File: config.mk
export PLATFORM = sky130hd
export DESIGN_NAME = pgtm_top
export DESIGN_NICKNAME = d
export VERILOG_FILES = /design/src/pkg/pgtm_pkg.sv /design/src/verilog/pgtm_top.sv /design/src/verilog/pgtm_reg8.sv /design/src/verilog/pgtm_pg_tree.sv
export VERILOG_INCLUDE_DIRS = /design/src /design/src/pkg
export SDC_FILE = /design/constraint.sdc
export NUM_CORES = 1
export LEC_CHECK = 0
export BUFFER_PORTS_ARGS = -buffer_cell sky130_fd_sc_hd__buf_2
export CORE_MARGIN = 4
export CORE_UTILIZATION = 30
export DETAILED_ROUTE_END_ITERATION = 6
export GPL_ROUTABILITY_DRIVEN = 0
export SLEW_MARGIN = 20
export SYNTH_ARGS = -nofsm -noshare
export SYNTH_HDL_FRONTEND = slang
export SYNTH_SLANG_ARGS = --single-unit
File: constraint.sdc
create_clock -name sys_clk -period 2.4 [get_ports sys_clk]
set_input_delay 0.24 -clock sys_clk [delete_from_list [all_inputs] [get_ports sys_clk]]
set_output_delay 0.24 -clock sys_clk [all_outputs]
set_load 0.01 [all_outputs]
File: src/pkg/pgtm_defines.svh
// Offsets, field positions, reset values and timing for the pg tree slice
`ifndef PGTM_DEFINES_SVH
`define PGTM_DEFINES_SVH

// ----------------------------------------------------------------------
// Register offsets
// ----------------------------------------------------------------------
`define PGTM_OFF_OUT3_MASK2   8'hab
`define PGTM_OFF_CTL_MASK     8'hac
`define PGTM_OFF_TERM_DISCH   8'had
`define PGTM_OFF_AUX_SW_CTRL  8'hae

// ----------------------------------------------------------------------
// Field positions, second output-3 mask register
// ----------------------------------------------------------------------
`define PGTM_B_O3_CONTROL_INPUT_5        7
`define PGTM_B_O3_CONTROL_INPUT_4        6
`define PGTM_B_O3_CONTROL_INPUT_2        5
`define PGTM_B_O3_CONTROL_INPUT_1        4
`define PGTM_B_O3_TERM        3
`define PGTM_B_O3_SHARED      2
`define PGTM_B_O3_LOAD_SWITCH_B1        1
`define PGTM_B_O3_AUX3        0

// ----------------------------------------------------------------------
// Field positions, control input mask register
// ----------------------------------------------------------------------
`define PGTM_B_O1_CONTROL_INPUT_3        7
`define PGTM_B_O1_CONTROL_INPUT_6        6
`define PGTM_B_O4_CONTROL_INPUT_3        5
`define PGTM_B_O4_CONTROL_INPUT_6        4
`define PGTM_B_O2_CONTROL_INPUT_3        3
`define PGTM_B_O2_CONTROL_INPUT_6        2
`define PGTM_B_O3_CONTROL_INPUT_3        1
`define PGTM_B_O3_CONTROL_INPUT_6        0

// ----------------------------------------------------------------------
// Field positions, discharge and aux/switch control
// ----------------------------------------------------------------------
`define PGTM_B_TERM_DISCH     4
`define PGTM_B_AUX_DISCH_HI   7
`define PGTM_B_AUX_DISCH_LO   6
`define PGTM_B_SDWN_CFG       5
`define PGTM_B_VCODE_HI       4
`define PGTM_B_VCODE_LO       1
`define PGTM_B_AUX_EN         0

// ----------------------------------------------------------------------
// Factory defaults per variant (index 0 to 3)
// ----------------------------------------------------------------------
`define PGTM_RST_OUT3_MASK2_V0 8'hbf
`define PGTM_RST_OUT3_MASK2_V1 8'heb
`define PGTM_RST_OUT3_MASK2_V2 8'hef
`define PGTM_RST_OUT3_MASK2_V3 8'hdf
`define PGTM_RST_CTL_MASK_V0   8'hab
`define PGTM_RST_CTL_MASK_V1   8'hff
`define PGTM_RST_CTL_MASK_V2   8'hee
`define PGTM_RST_CTL_MASK_V3   8'hef
`define PGTM_RST_TERM_DISCH_V0 8'h5f
`define PGTM_RST_TERM_DISCH_V1 8'h5f
`define PGTM_RST_TERM_DISCH_V2 8'h5f
`define PGTM_RST_TERM_DISCH_V3 8'h5c
`define PGTM_RST_AUX_SW_V0     8'h54
`define PGTM_RST_AUX_SW_V1     8'h48
`define PGTM_RST_AUX_SW_V2     8'h48
`define PGTM_RST_AUX_SW_V3     8'h48

// ----------------------------------------------------------------------
// Timing
// ----------------------------------------------------------------------
`define PGTM_CLK_PERIOD_NS    10
`define PGTM_NS_PER_MS        1000000
`define PGTM_T_SDWN_MIN_MS    1
`define PGTM_T_SDWN_MAX_MS    100

`endif

File: src/pkg/pgtm_pkg.sv
// Types shared by the pg tree slice
package pgtm_pkg;

  // Register contents
  typedef logic [7:0] pgtm_byte_t;

  // Emergency shutdown hold-off states
  typedef enum logic [1:0] {
    PGTM_SD_IDLE = 2'b01,
    PGTM_SD_HOLD = 2'b10
  } pgtm_sdwn_state_e;

endpackage

File: src/verilog/pgtm_top.sv
// Power-good tree masks, termination discharge and aux/switch control
`timescale 1ns/1ps
`include "pgtm_defines.svh"
module pgtm_top #(
  // Factory variant, 0 to 3
  parameter int VARIANT      = 0,
  // Shutdown hold-off in milliseconds, factory choice
  parameter int SDWN_MS      = `PGTM_T_SDWN_MIN_MS,
  // Hold-off in clock cycles, shorten for simulation
  parameter int SDWN_CYCLES  = SDWN_MS * (`PGTM_NS_PER_MS /
                                          `PGTM_CLK_PERIOD_NS),
  // Width of the hold-off counter
  parameter int SDWN_CNT_W   = 24
) (
  // Clock and reset
  input  wire logic       sys_clk,
  input  wire logic       rst_b,
  // Register access from the serial management interface
  input  wire logic [7:0] reg_addr,
  input  wire logic [7:0] reg_wdata,
  input  wire logic       reg_wr,
  input  wire logic       reg_rd,
  output logic      [7:0] reg_rdata,
  // Control input pin states
  input  wire logic       control_input_1,
  input  wire logic       control_input_2,
  input  wire logic       control_input_3,
  input  wire logic       control_input_4,
  input  wire logic       control_input_5,
  input  wire logic       control_input_6,
  // Rail power-good sources
  input  wire logic       ddr_termination_regulator_pg,
  input  wire logic       load_switch_b1_pg,
  input  wire logic       load_switch_b2_pg,
  input  wire logic       aux_regulator_1_pg,
  input  wire logic       aux_regulator_3_pg,
  // Results of the masks held in other registers, one per output
  input  wire logic       other_tree_good_1,
  input  wire logic       other_tree_good_2,
  input  wire logic       other_tree_good_3,
  input  wire logic       other_tree_good_4,
  // Emergency shutdown request, level
  input  wire logic       emergency_shutdown,
  // Power-good output pins
  output logic            pg_output_1,
  output logic            pg_output_2,
  output logic            pg_output_3,
  output logic            pg_output_4,
  // Regulator and switch control
  output logic            termination_discharge_sel,
  output logic      [1:0] aux1_discharge_sel,
  output logic      [3:0] aux1_voltage_code,
  output logic            aux_or_switch_on
);

  // --------------------------------------------------------------------
  // Variant dependent constants
  // --------------------------------------------------------------------
  // Variant 3 routes switch B2 to the shared mask, the rest aux 1
  localparam bit SHARED_IS_SWITCH = (VARIANT == 3);
  // Variants 1 and 2 leave the enable and shutdown bits unused
  localparam bit AUX_SW_USED      = (VARIANT == 0) || (VARIANT == 3);

  localparam pgtm_pkg::pgtm_byte_t RST_OUT3 =
    (VARIANT == 0) ? `PGTM_RST_OUT3_MASK2_V0 :
    (VARIANT == 1) ? `PGTM_RST_OUT3_MASK2_V1 :
    (VARIANT == 2) ? `PGTM_RST_OUT3_MASK2_V2 : `PGTM_RST_OUT3_MASK2_V3;
  localparam pgtm_pkg::pgtm_byte_t RST_CTL =
    (VARIANT == 0) ? `PGTM_RST_CTL_MASK_V0 :
    (VARIANT == 1) ? `PGTM_RST_CTL_MASK_V1 :
    (VARIANT == 2) ? `PGTM_RST_CTL_MASK_V2 : `PGTM_RST_CTL_MASK_V3;
  localparam pgtm_pkg::pgtm_byte_t RST_TERM =
    (VARIANT == 0) ? `PGTM_RST_TERM_DISCH_V0 :
    (VARIANT == 1) ? `PGTM_RST_TERM_DISCH_V1 :
    (VARIANT == 2) ? `PGTM_RST_TERM_DISCH_V2 : `PGTM_RST_TERM_DISCH_V3;
  localparam pgtm_pkg::pgtm_byte_t RST_AUX =
    (VARIANT == 0) ? `PGTM_RST_AUX_SW_V0 :
    (VARIANT == 1) ? `PGTM_RST_AUX_SW_V1 :
    (VARIANT == 2) ? `PGTM_RST_AUX_SW_V2 : `PGTM_RST_AUX_SW_V3;

  // Hold-off reload value, at the counter's width
  localparam logic [SDWN_CNT_W-1:0] SDWN_LOAD =
    SDWN_CNT_W'(SDWN_CYCLES - 1);

  // Elaboration checks
  initial begin
    if (VARIANT < 0 || VARIANT > 3) begin
      $error("pgtm_top: VARIANT must be 0 to 3");
    end
    if (SDWN_CYCLES < 1 || SDWN_CYCLES >= (1 << SDWN_CNT_W)) begin
      $error("pgtm_top: SDWN_CYCLES does not fit the counter");
    end
  end

  // --------------------------------------------------------------------
  // Register file
  // --------------------------------------------------------------------
  pgtm_pkg::pgtm_byte_t out3_mask2;
  pgtm_pkg::pgtm_byte_t ctl_mask;
  pgtm_pkg::pgtm_byte_t term_disch;
  pgtm_pkg::pgtm_byte_t aux_sw_ctrl;

  // Address decode of the write strobes
  logic hit_out3;
  logic hit_ctl;
  logic hit_term;
  logic hit_aux;
  assign hit_out3 = (reg_addr == `PGTM_OFF_OUT3_MASK2);
  assign hit_ctl  = (reg_addr == `PGTM_OFF_CTL_MASK);
  assign hit_term = (reg_addr == `PGTM_OFF_TERM_DISCH);
  assign hit_aux  = (reg_addr == `PGTM_OFF_AUX_SW_CTRL);

  // Reserved bits are stored as written; keeping them is software's job
  pgtm_reg8 #(.RESET_VAL(RST_OUT3)) u_out3_mask2 (
    .sys_clk (sys_clk),
    .rst_b   (rst_b),
    .wr_en   (reg_wr & hit_out3),
    .wr_data (reg_wdata),
    .value   (out3_mask2)
  );
  pgtm_reg8 #(.RESET_VAL(RST_CTL)) u_ctl_mask (
    .sys_clk (sys_clk),
    .rst_b   (rst_b),
    .wr_en   (reg_wr & hit_ctl),
    .wr_data (reg_wdata),
    .value   (ctl_mask)
  );
  pgtm_reg8 #(.RESET_VAL(RST_TERM)) u_term_disch (
    .sys_clk (sys_clk),
    .rst_b   (rst_b),
    .wr_en   (reg_wr & hit_term),
    .wr_data (reg_wdata),
    .value   (term_disch)
  );
  pgtm_reg8 #(.RESET_VAL(RST_AUX)) u_aux_sw_ctrl (
    .sys_clk (sys_clk),
    .rst_b   (rst_b),
    .wr_en   (reg_wr & hit_aux),
    .wr_data (reg_wdata),
    .value   (aux_sw_ctrl)
  );

  // Read selection, unmapped offsets read as zero
  pgtm_pkg::pgtm_byte_t rd_sel;
  assign rd_sel = hit_out3 ? out3_mask2  :
                  hit_ctl  ? ctl_mask    :
                  hit_term ? term_disch  :
                  hit_aux  ? aux_sw_ctrl : 8'h00;

  // Read data is captured one cycle after the strobe and then held
  always_ff @(posedge sys_clk or negedge rst_b) begin
    if (!rst_b) begin
      reg_rdata <= 8'h00;
    end else if (reg_rd) begin
      reg_rdata <= rd_sel;
    end
  end

  // --------------------------------------------------------------------
  // Power-good trees
  // --------------------------------------------------------------------
  // shared source follows the factory variant
  logic shared_pg;
  assign shared_pg = SHARED_IS_SWITCH ? load_switch_b2_pg
                                      : aux_regulator_1_pg;

  // Output 3 sources, in mask bit order 7 down to 0, then ctl 3 and 6
  logic [9:0] o3_src;
  logic [9:0] o3_mask;
  assign o3_src = {control_input_5, control_input_4, control_input_2,
                   control_input_1, ddr_termination_regulator_pg,
                   shared_pg, load_switch_b1_pg, aux_regulator_3_pg,
                   control_input_3, control_input_6};
  assign o3_mask = {out3_mask2[`PGTM_B_O3_CONTROL_INPUT_5],
                    out3_mask2[`PGTM_B_O3_CONTROL_INPUT_4],
                    out3_mask2[`PGTM_B_O3_CONTROL_INPUT_2],
                    out3_mask2[`PGTM_B_O3_CONTROL_INPUT_1],
                    out3_mask2[`PGTM_B_O3_TERM],
                    out3_mask2[`PGTM_B_O3_SHARED],
                    out3_mask2[`PGTM_B_O3_LOAD_SWITCH_B1],
                    out3_mask2[`PGTM_B_O3_AUX3],
                    ctl_mask[`PGTM_B_O3_CONTROL_INPUT_3],
                    ctl_mask[`PGTM_B_O3_CONTROL_INPUT_6]};

  // Outputs 1, 2 and 4 see only control inputs 3 and 6 here
  logic [1:0] ctl36_src;
  logic [1:0] o1_mask;
  logic [1:0] o2_mask;
  logic [1:0] o4_mask;
  assign ctl36_src = {control_input_3, control_input_6};
  assign o1_mask = {ctl_mask[`PGTM_B_O1_CONTROL_INPUT_3], ctl_mask[`PGTM_B_O1_CONTROL_INPUT_6]};
  assign o2_mask = {ctl_mask[`PGTM_B_O2_CONTROL_INPUT_3], ctl_mask[`PGTM_B_O2_CONTROL_INPUT_6]};
  assign o4_mask = {ctl_mask[`PGTM_B_O4_CONTROL_INPUT_3], ctl_mask[`PGTM_B_O4_CONTROL_INPUT_6]};

  logic tree_1;
  logic tree_2;
  logic tree_3;
  logic tree_4;

  pgtm_pg_tree #(.N(2)) u_tree_1 (
    .src_good   (ctl36_src),
    .src_mask   (o1_mask),
    .other_good (other_tree_good_1),
    .tree_good  (tree_1)
  );
  pgtm_pg_tree #(.N(2)) u_tree_2 (
    .src_good   (ctl36_src),
    .src_mask   (o2_mask),
    .other_good (other_tree_good_2),
    .tree_good  (tree_2)
  );
  pgtm_pg_tree #(.N(10)) u_tree_3 (
    .src_good   (o3_src),
    .src_mask   (o3_mask),
    .other_good (other_tree_good_3),
    .tree_good  (tree_3)
  );
  pgtm_pg_tree #(.N(2)) u_tree_4 (
    .src_good   (ctl36_src),
    .src_mask   (o4_mask),
    .other_good (other_tree_good_4),
    .tree_good  (tree_4)
  );

  // Pins are registered so a glitch in the tree never reaches a pin
  always_ff @(posedge sys_clk or negedge rst_b) begin
    if (!rst_b) begin
      pg_output_1 <= 1'b0;
      pg_output_2 <= 1'b0;
      pg_output_3 <= 1'b0;
      pg_output_4 <= 1'b0;
    end else begin
      pg_output_1 <= tree_1;
      pg_output_2 <= tree_2;
      pg_output_3 <= tree_3;
      pg_output_4 <= tree_4;
    end
  end

  // --------------------------------------------------------------------
  // Discharge and voltage fields
  // --------------------------------------------------------------------
  // termination discharge select
  assign termination_discharge_sel = term_disch[`PGTM_B_TERM_DISCH];
  // discharge code in bits 7 and 6
  assign aux1_discharge_sel =
    aux_sw_ctrl[`PGTM_B_AUX_DISCH_HI:`PGTM_B_AUX_DISCH_LO];
  assign aux1_voltage_code = aux_sw_ctrl[`PGTM_B_VCODE_HI:`PGTM_B_VCODE_LO];

  // --------------------------------------------------------------------
  // Emergency shutdown hold-off
  // --------------------------------------------------------------------
  pgtm_pkg::pgtm_sdwn_state_e sd_state;
  pgtm_pkg::pgtm_sdwn_state_e next_sd_state;
  logic [SDWN_CNT_W-1:0]      sd_cnt;
  logic [SDWN_CNT_W-1:0]      next_sd_cnt;
  logic                       esd_prev;
  logic                       esd_rise;
  logic                       sdwn_cfg;

  assign sdwn_cfg = aux_sw_ctrl[`PGTM_B_SDWN_CFG];
  // Only a new request starts a hold-off, a held level does not repeat
  assign esd_rise = emergency_shutdown & ~esd_prev;

  always_comb begin
    next_sd_state = sd_state;
    next_sd_cnt   = sd_cnt;
    case (sd_state)
      pgtm_pkg::PGTM_SD_IDLE: begin
        if (esd_rise && !sdwn_cfg) begin
          next_sd_state = pgtm_pkg::PGTM_SD_HOLD;
          next_sd_cnt   = SDWN_LOAD;
        end
      end
      pgtm_pkg::PGTM_SD_HOLD: begin
        if (sd_cnt == '0) begin
          next_sd_state = pgtm_pkg::PGTM_SD_IDLE;
        end else begin
          next_sd_cnt = sd_cnt - 1'b1;
        end
      end
      default: begin
        next_sd_state = pgtm_pkg::PGTM_SD_IDLE;
        next_sd_cnt   = '0;
      end
    endcase
  end

  // State, counter and edge history
  always_ff @(posedge sys_clk or negedge rst_b) begin
    if (!rst_b) begin
      sd_state <= pgtm_pkg::PGTM_SD_IDLE;
      sd_cnt   <= '0;
      esd_prev <= 1'b0;
    end else begin
      sd_state <= next_sd_state;
      sd_cnt   <= next_sd_cnt;
      esd_prev <= emergency_shutdown;
    end
  end

  // enable bit drives the output in variants 0 and 3, forced off during hold-off
  always_ff @(posedge sys_clk or negedge rst_b) begin
    if (!rst_b) begin
      aux_or_switch_on <= 1'b0;
    end else begin
      aux_or_switch_on <= AUX_SW_USED & aux_sw_ctrl[`PGTM_B_AUX_EN] &
                          (next_sd_state != pgtm_pkg::PGTM_SD_HOLD);
    end
  end

endmodule

File: src/verilog/pgtm_reg8.sv
// Byte-wide read/write register with factory reset value
`timescale 1ns/1ps
module pgtm_reg8 #(
  parameter logic [7:0] RESET_VAL = 8'h00
) (
  // Clock and reset
  input  wire logic       sys_clk,
  input  wire logic       rst_b,
  // Write port
  input  wire logic       wr_en,
  input  wire logic [7:0] wr_data,
  // Stored value
  output logic      [7:0] value
);

  // Reset loads the factory default, a write replaces all eight bits
  always_ff @(posedge sys_clk or negedge rst_b) begin
    if (!rst_b) begin
      value <= RESET_VAL;
    end else if (wr_en) begin
      value <= wr_data;
    end
  end

endmodule

File: src/verilog/pgtm_pg_tree.sv
// Masked AND tree for one power-good output
`timescale 1ns/1ps
module pgtm_pg_tree #(
  parameter int N = 2
) (
  // Sources and their masks, a set mask bit drops the source
  input  wire logic [N-1:0] src_good,
  input  wire logic [N-1:0] src_mask,
  // Combined result of sources masked outside this slice
  input  wire logic         other_good,
  // Tree result
  output logic              tree_good
);

  // Elaboration check
  initial begin
    if (N < 1) begin
      $error("pgtm_pg_tree needs at least one source");
    end
  end

  // Masked sources read as good so they cannot pull the tree low
  assign tree_good = other_good & (&(src_good | src_mask));

endmodule

==> impl_metrics.csv <==
group,metric,value,unit
drt,vias,2984,
grt,grt_pass1_vias,3117,
die,dieArea,13890,um^2
critical_path,critPathKind,"flop to flop",
placement,place_area,4232,um^2
power_and_ir_drop,p_comb_frac,0.051,
critical_path,start_kind,"flop",
drt,dr.pass1.iters,4,
die,die_height,117.9,um
yosys,ys_seq_area_frac,0.5052,
power_and_ir_drop,power_density,602.0,nW/um^2
placement,dp_hpwl,6.736,mm
clock_network,cts_buffer_depth,2,
grt,grt_usage,0.1389,
sta,clock_skew,0.007176,ns
drt,drtIter0Drc,191,
yosys,syn_area_per_cell,10.56,um^2
die,num_rows,39,
sta,hold_viol,0,
drt,drcViolationCount,0,
power_and_ir_drop,ir_drop,281.0,uV
clock_network,insertion_delay,0.33,ns
yosys,syn-instance-count,343,
power_and_ir_drop,intPower,2160,uW
critical_path,cp_cell_sequence,"or4_4 -> or4_4 -> or4_4 -> or4_1 -> nand3_1",
power_and_ir_drop,leakage,0.002010,uW
grt,grt_max_degree,73,
drt,viasPerCell,5.244,
critical_path,crit_slowest_cell,"or4_4",
sta,fmax,411.6,MHz
clock_network,numCtsBuffers,9,
die,die_w,117.9,um
sta,fin_ws,-0.02968,ns
clock_network,path_clk_slew,0.06,ns
die,ios,56,
cells_and_area,final_area,4607,um^2
placement,dp_slack,-0.05490,ns
grt,grt_overflow,0,
clock_network,cts.sinks,72,
sta,min_period_over_period,1.012,
yosys,synth-seq-cells,72,
critical_path,path_max_fanout,2,
min_path,hold_path.class,"input port to flop",
critical_path,critPathRequiredTime,2.67,ns
die,design.core.area,11610,um^2
yosys,syn_area,3621,um^2
clock_network,cts_tree,"yes",
status,status,"finished with violations",
drt,routed_wl,9.306,mm
sta,setup_tns,-0.02968,ns
grt,grt_pass1_wl,15.79,mm
clock_network,root_buffer,"clkbuf_16",
power_and_ir_drop,switching_share,0.2212,
job,drv_cap,0,
critical_path,crit_top_cell,"or4_4",
die,initial_core_util,0.3118,
power_and_ir_drop,sequentialPowerShare,0.461,
sta,timing_max_transition_violations_final,0,
yosys,ys_types,43,
cells_and_area,drive_gt1_frac,0.4272,
drt,ant_nets,0,
placement,port_buffers,54,
clock_network,htree_levels,3,
power_and_ir_drop,p_clk_frac,0.488,
yosys,synth_fp_nets,383,
sta,worstMarginPinSlew,0.4761,ns
sta,setup_violations,1,
sta,finalCriticalPeriod,2.430,ns
sta,relSlewSlack,0.6819,
yosys,yosys_warnings,0,
sta,grt_setup_unrepaired,"true",
status,violations,"negative setup slack",
critical_path,cpPeakStageDelay,0.55,ns
power_and_ir_drop,p_switching,613.3,uW
cells_and_area,final_nets,461,
critical_path,cp-end-kind,"flop",
grt,antenna_found_initial,0,
cells_and_area,n_antenna_cell,0,
drt,wl_per_cell,16.36,um
critical_path,worstPathArrival,2.70,ns
cells_and_area,area.growth.synth_to_final,27.23,%
Yosys cell counts, drive strengths merged:
library cell / n / share of area
a31o: 1 / 0.0024
a211oi: 1 / 0.0021
o21ai: 42 / 0.058
nor2b: 6 / 0.010
a31oi: 7 / 0.012
nand3: 4 / 0.0055
o21a: 1 / 0.0021
nor3b: 3 / 0.0062
buf: 7 / 0.016
a21oi: 13 / 0.018
o2bb2ai: 2 / 0.0048
and4: 1 / 0.0024
nor2: 21 / 0.022
or2: 1 / 0.0017
a2bb2oi: 1 / 0.0024
a211o: 1 / 0.0024
nor3: 9 / 0.012
o41ai: 3 / 0.0073
a21boi: 2 / 0.0041
inv: 19 / 0.020
dfrtp: 50 / 0.35
or4: 12 / 0.027
and2: 1 / 0.0017
o221a: 3 / 0.0093
a221oi: 8 / 0.019
nand4: 1 / 0.0017
mux2: 40 / 0.12
clkbuf: 14 / 0.015
nand2b: 2 / 0.0035
or4b: 1 / 0.0028
dfstp: 22 / 0.16
and3: 1 / 0.0017
o31ai: 4 / 0.0083
nor4: 4 / 0.0086
nand2: 12 / 0.012
o22ai: 13 / 0.022
ha: 4 / 0.014
or3b: 2 / 0.0048
or3: 4 / 0.0069
sequential cells by signal (all words and copies together) (netlist names), 2 cells and up:
| signal | cells |
|---|---|
| sd_cnt | 24 |
| u_term_disch.value | 8 |
| u_ctl_mask.value | 8 |
| u_out3_mask2.value | 8 |
| sd_state | 2 |
| reg_rdata | 8 |
| u_aux_sw_ctrl.value | 8 |
worst max-delay path: cells and delay by family, from the launching register on:
family | cells | cell delay [ns]
and+or+nand+nor | 5 | 1.99
DFF | 1 | 0.37
path summary, 6_finish.rpt:
kind	startpoint	endpoint	slack [ns]	cells past startpoint
worst max register to register	sd_cnt[11]$_DFFE_PN0P_	sd_cnt[21]$_DFFE_PN0P_	-0.03	5
worst min register to register	sd_cnt[22]$_DFFE_PN0P_	sd_cnt[22]$_DFFE_PN0P_	0.48	1
worst max-delay path	sd_cnt[11]$_DFFE_PN0P_	sd_cnt[21]$_DFFE_PN0P_	-0.03	5
worst min-delay path	emergency_shutdown	esd_prev$_DFF_PN0_	0.03	1
min in group asynchronous	rst_b	sd_cnt[13]$_DFFE_PN0P_	0.46	3
max in group asynchronous	rst_b	sd_state[0]$_DFF_PN1_	1.59	3
logic make-up (layout without fill, tap and decap cells):
group | after synthesis | in the layout | synth area share
muxes | 40 | 40 | 0.1244
and+or+nand+nor | 85 | 85 | 0.1317
buffers and inverters | 40 | 123 | 0.04976
adders and majority gates | 4 | 4 | 0.01382
DFF | 72 | 72 | 0.5052
AOI/OAI and AO/OA | 102 | 102 | 0.1752
cell usage in the layout, fill, tap and decap left out, types with 3 or more instances in the layout:
cell / n
inv_1: 18
buf_12: 3
nand2_1: 12
ha_1: 4
buf_2: 54
dfstp_2: 22
buf_4: 30
mux2_2: 40
o221a_2: 3
nor3b_1: 3
nor3_1: 8
nor2_1: 21
or4_1: 7
nand3_1: 4
o31ai_1: 4
o41ai_1: 3
o21ai_0: 40
o22ai_1: 13
or3_1: 4
or4_4: 5
a221oi_1: 8
nor2b_1: 6
a21oi_1: 13
a31oi_1: 7
dfrtp_1: 50
clkbuf_16: 9
stage by stage:
stage / total power, uW / utilization / std cells / hold slack [ns]
floorplan: 1354 / - / 343 / -0.05559
global placement: 1438 / 0.3644 / 550 / 0.2930
detailed placement: 1442 / 0.3644 / 550 / 0.2976
CTS: 2811 / 0.3929 / 568 / 0.02691
global route: 2886 / 0.3967 / 569 / 0.03209
finish: 2773 / 0.3967 / 569 / 0.03471
power groups by stage:
stage / Sequential, uW / Combinational [uW] / Clock [uW]
final: 1280 / 141 / 1350
after CTS: 1280 / 145 / 1390
after global placement: 1300 / 140 / 0
after detailed placement: 1300 / 143 / 0
after floorplan: 1290 / 62.2 / 0
after global routing: 1280 / 156 / 1450
metal layers:
layer | global-route usage | vias to the layer above | routed length (um)
met3 | 0.03604 | 17 | 417
met1 | 0.1843 | 1470 | 4282
met4 | 0.05934 | 0 | 212
li1 | - | 1432 | -
met5 | 0 | - | 0
met2 | 0.2145 | 65 | 4394
timing repair:
item	CTS	global route
buffers inserted	1	1
endpoints found under the hold margin	50	0
hold buffers	1	0
gates cloned	0	0
resized for setup	2	9
pin swaps	3	0
setup endpoints to repair	1	24
cell type report:
class	instances	area [um^2]
Timing Repair Buffer	88	565.5
Tap cell	143	178.9
Sequential cell	72	1829
Clock inverter	6	67.56
Clock buffer	10	239.0
Fill cell	1125	7007
Inverter	19	71.32
Multi-Input combinational cell	231	1655
Note: power is estimated with default switching activity, not from simulation.
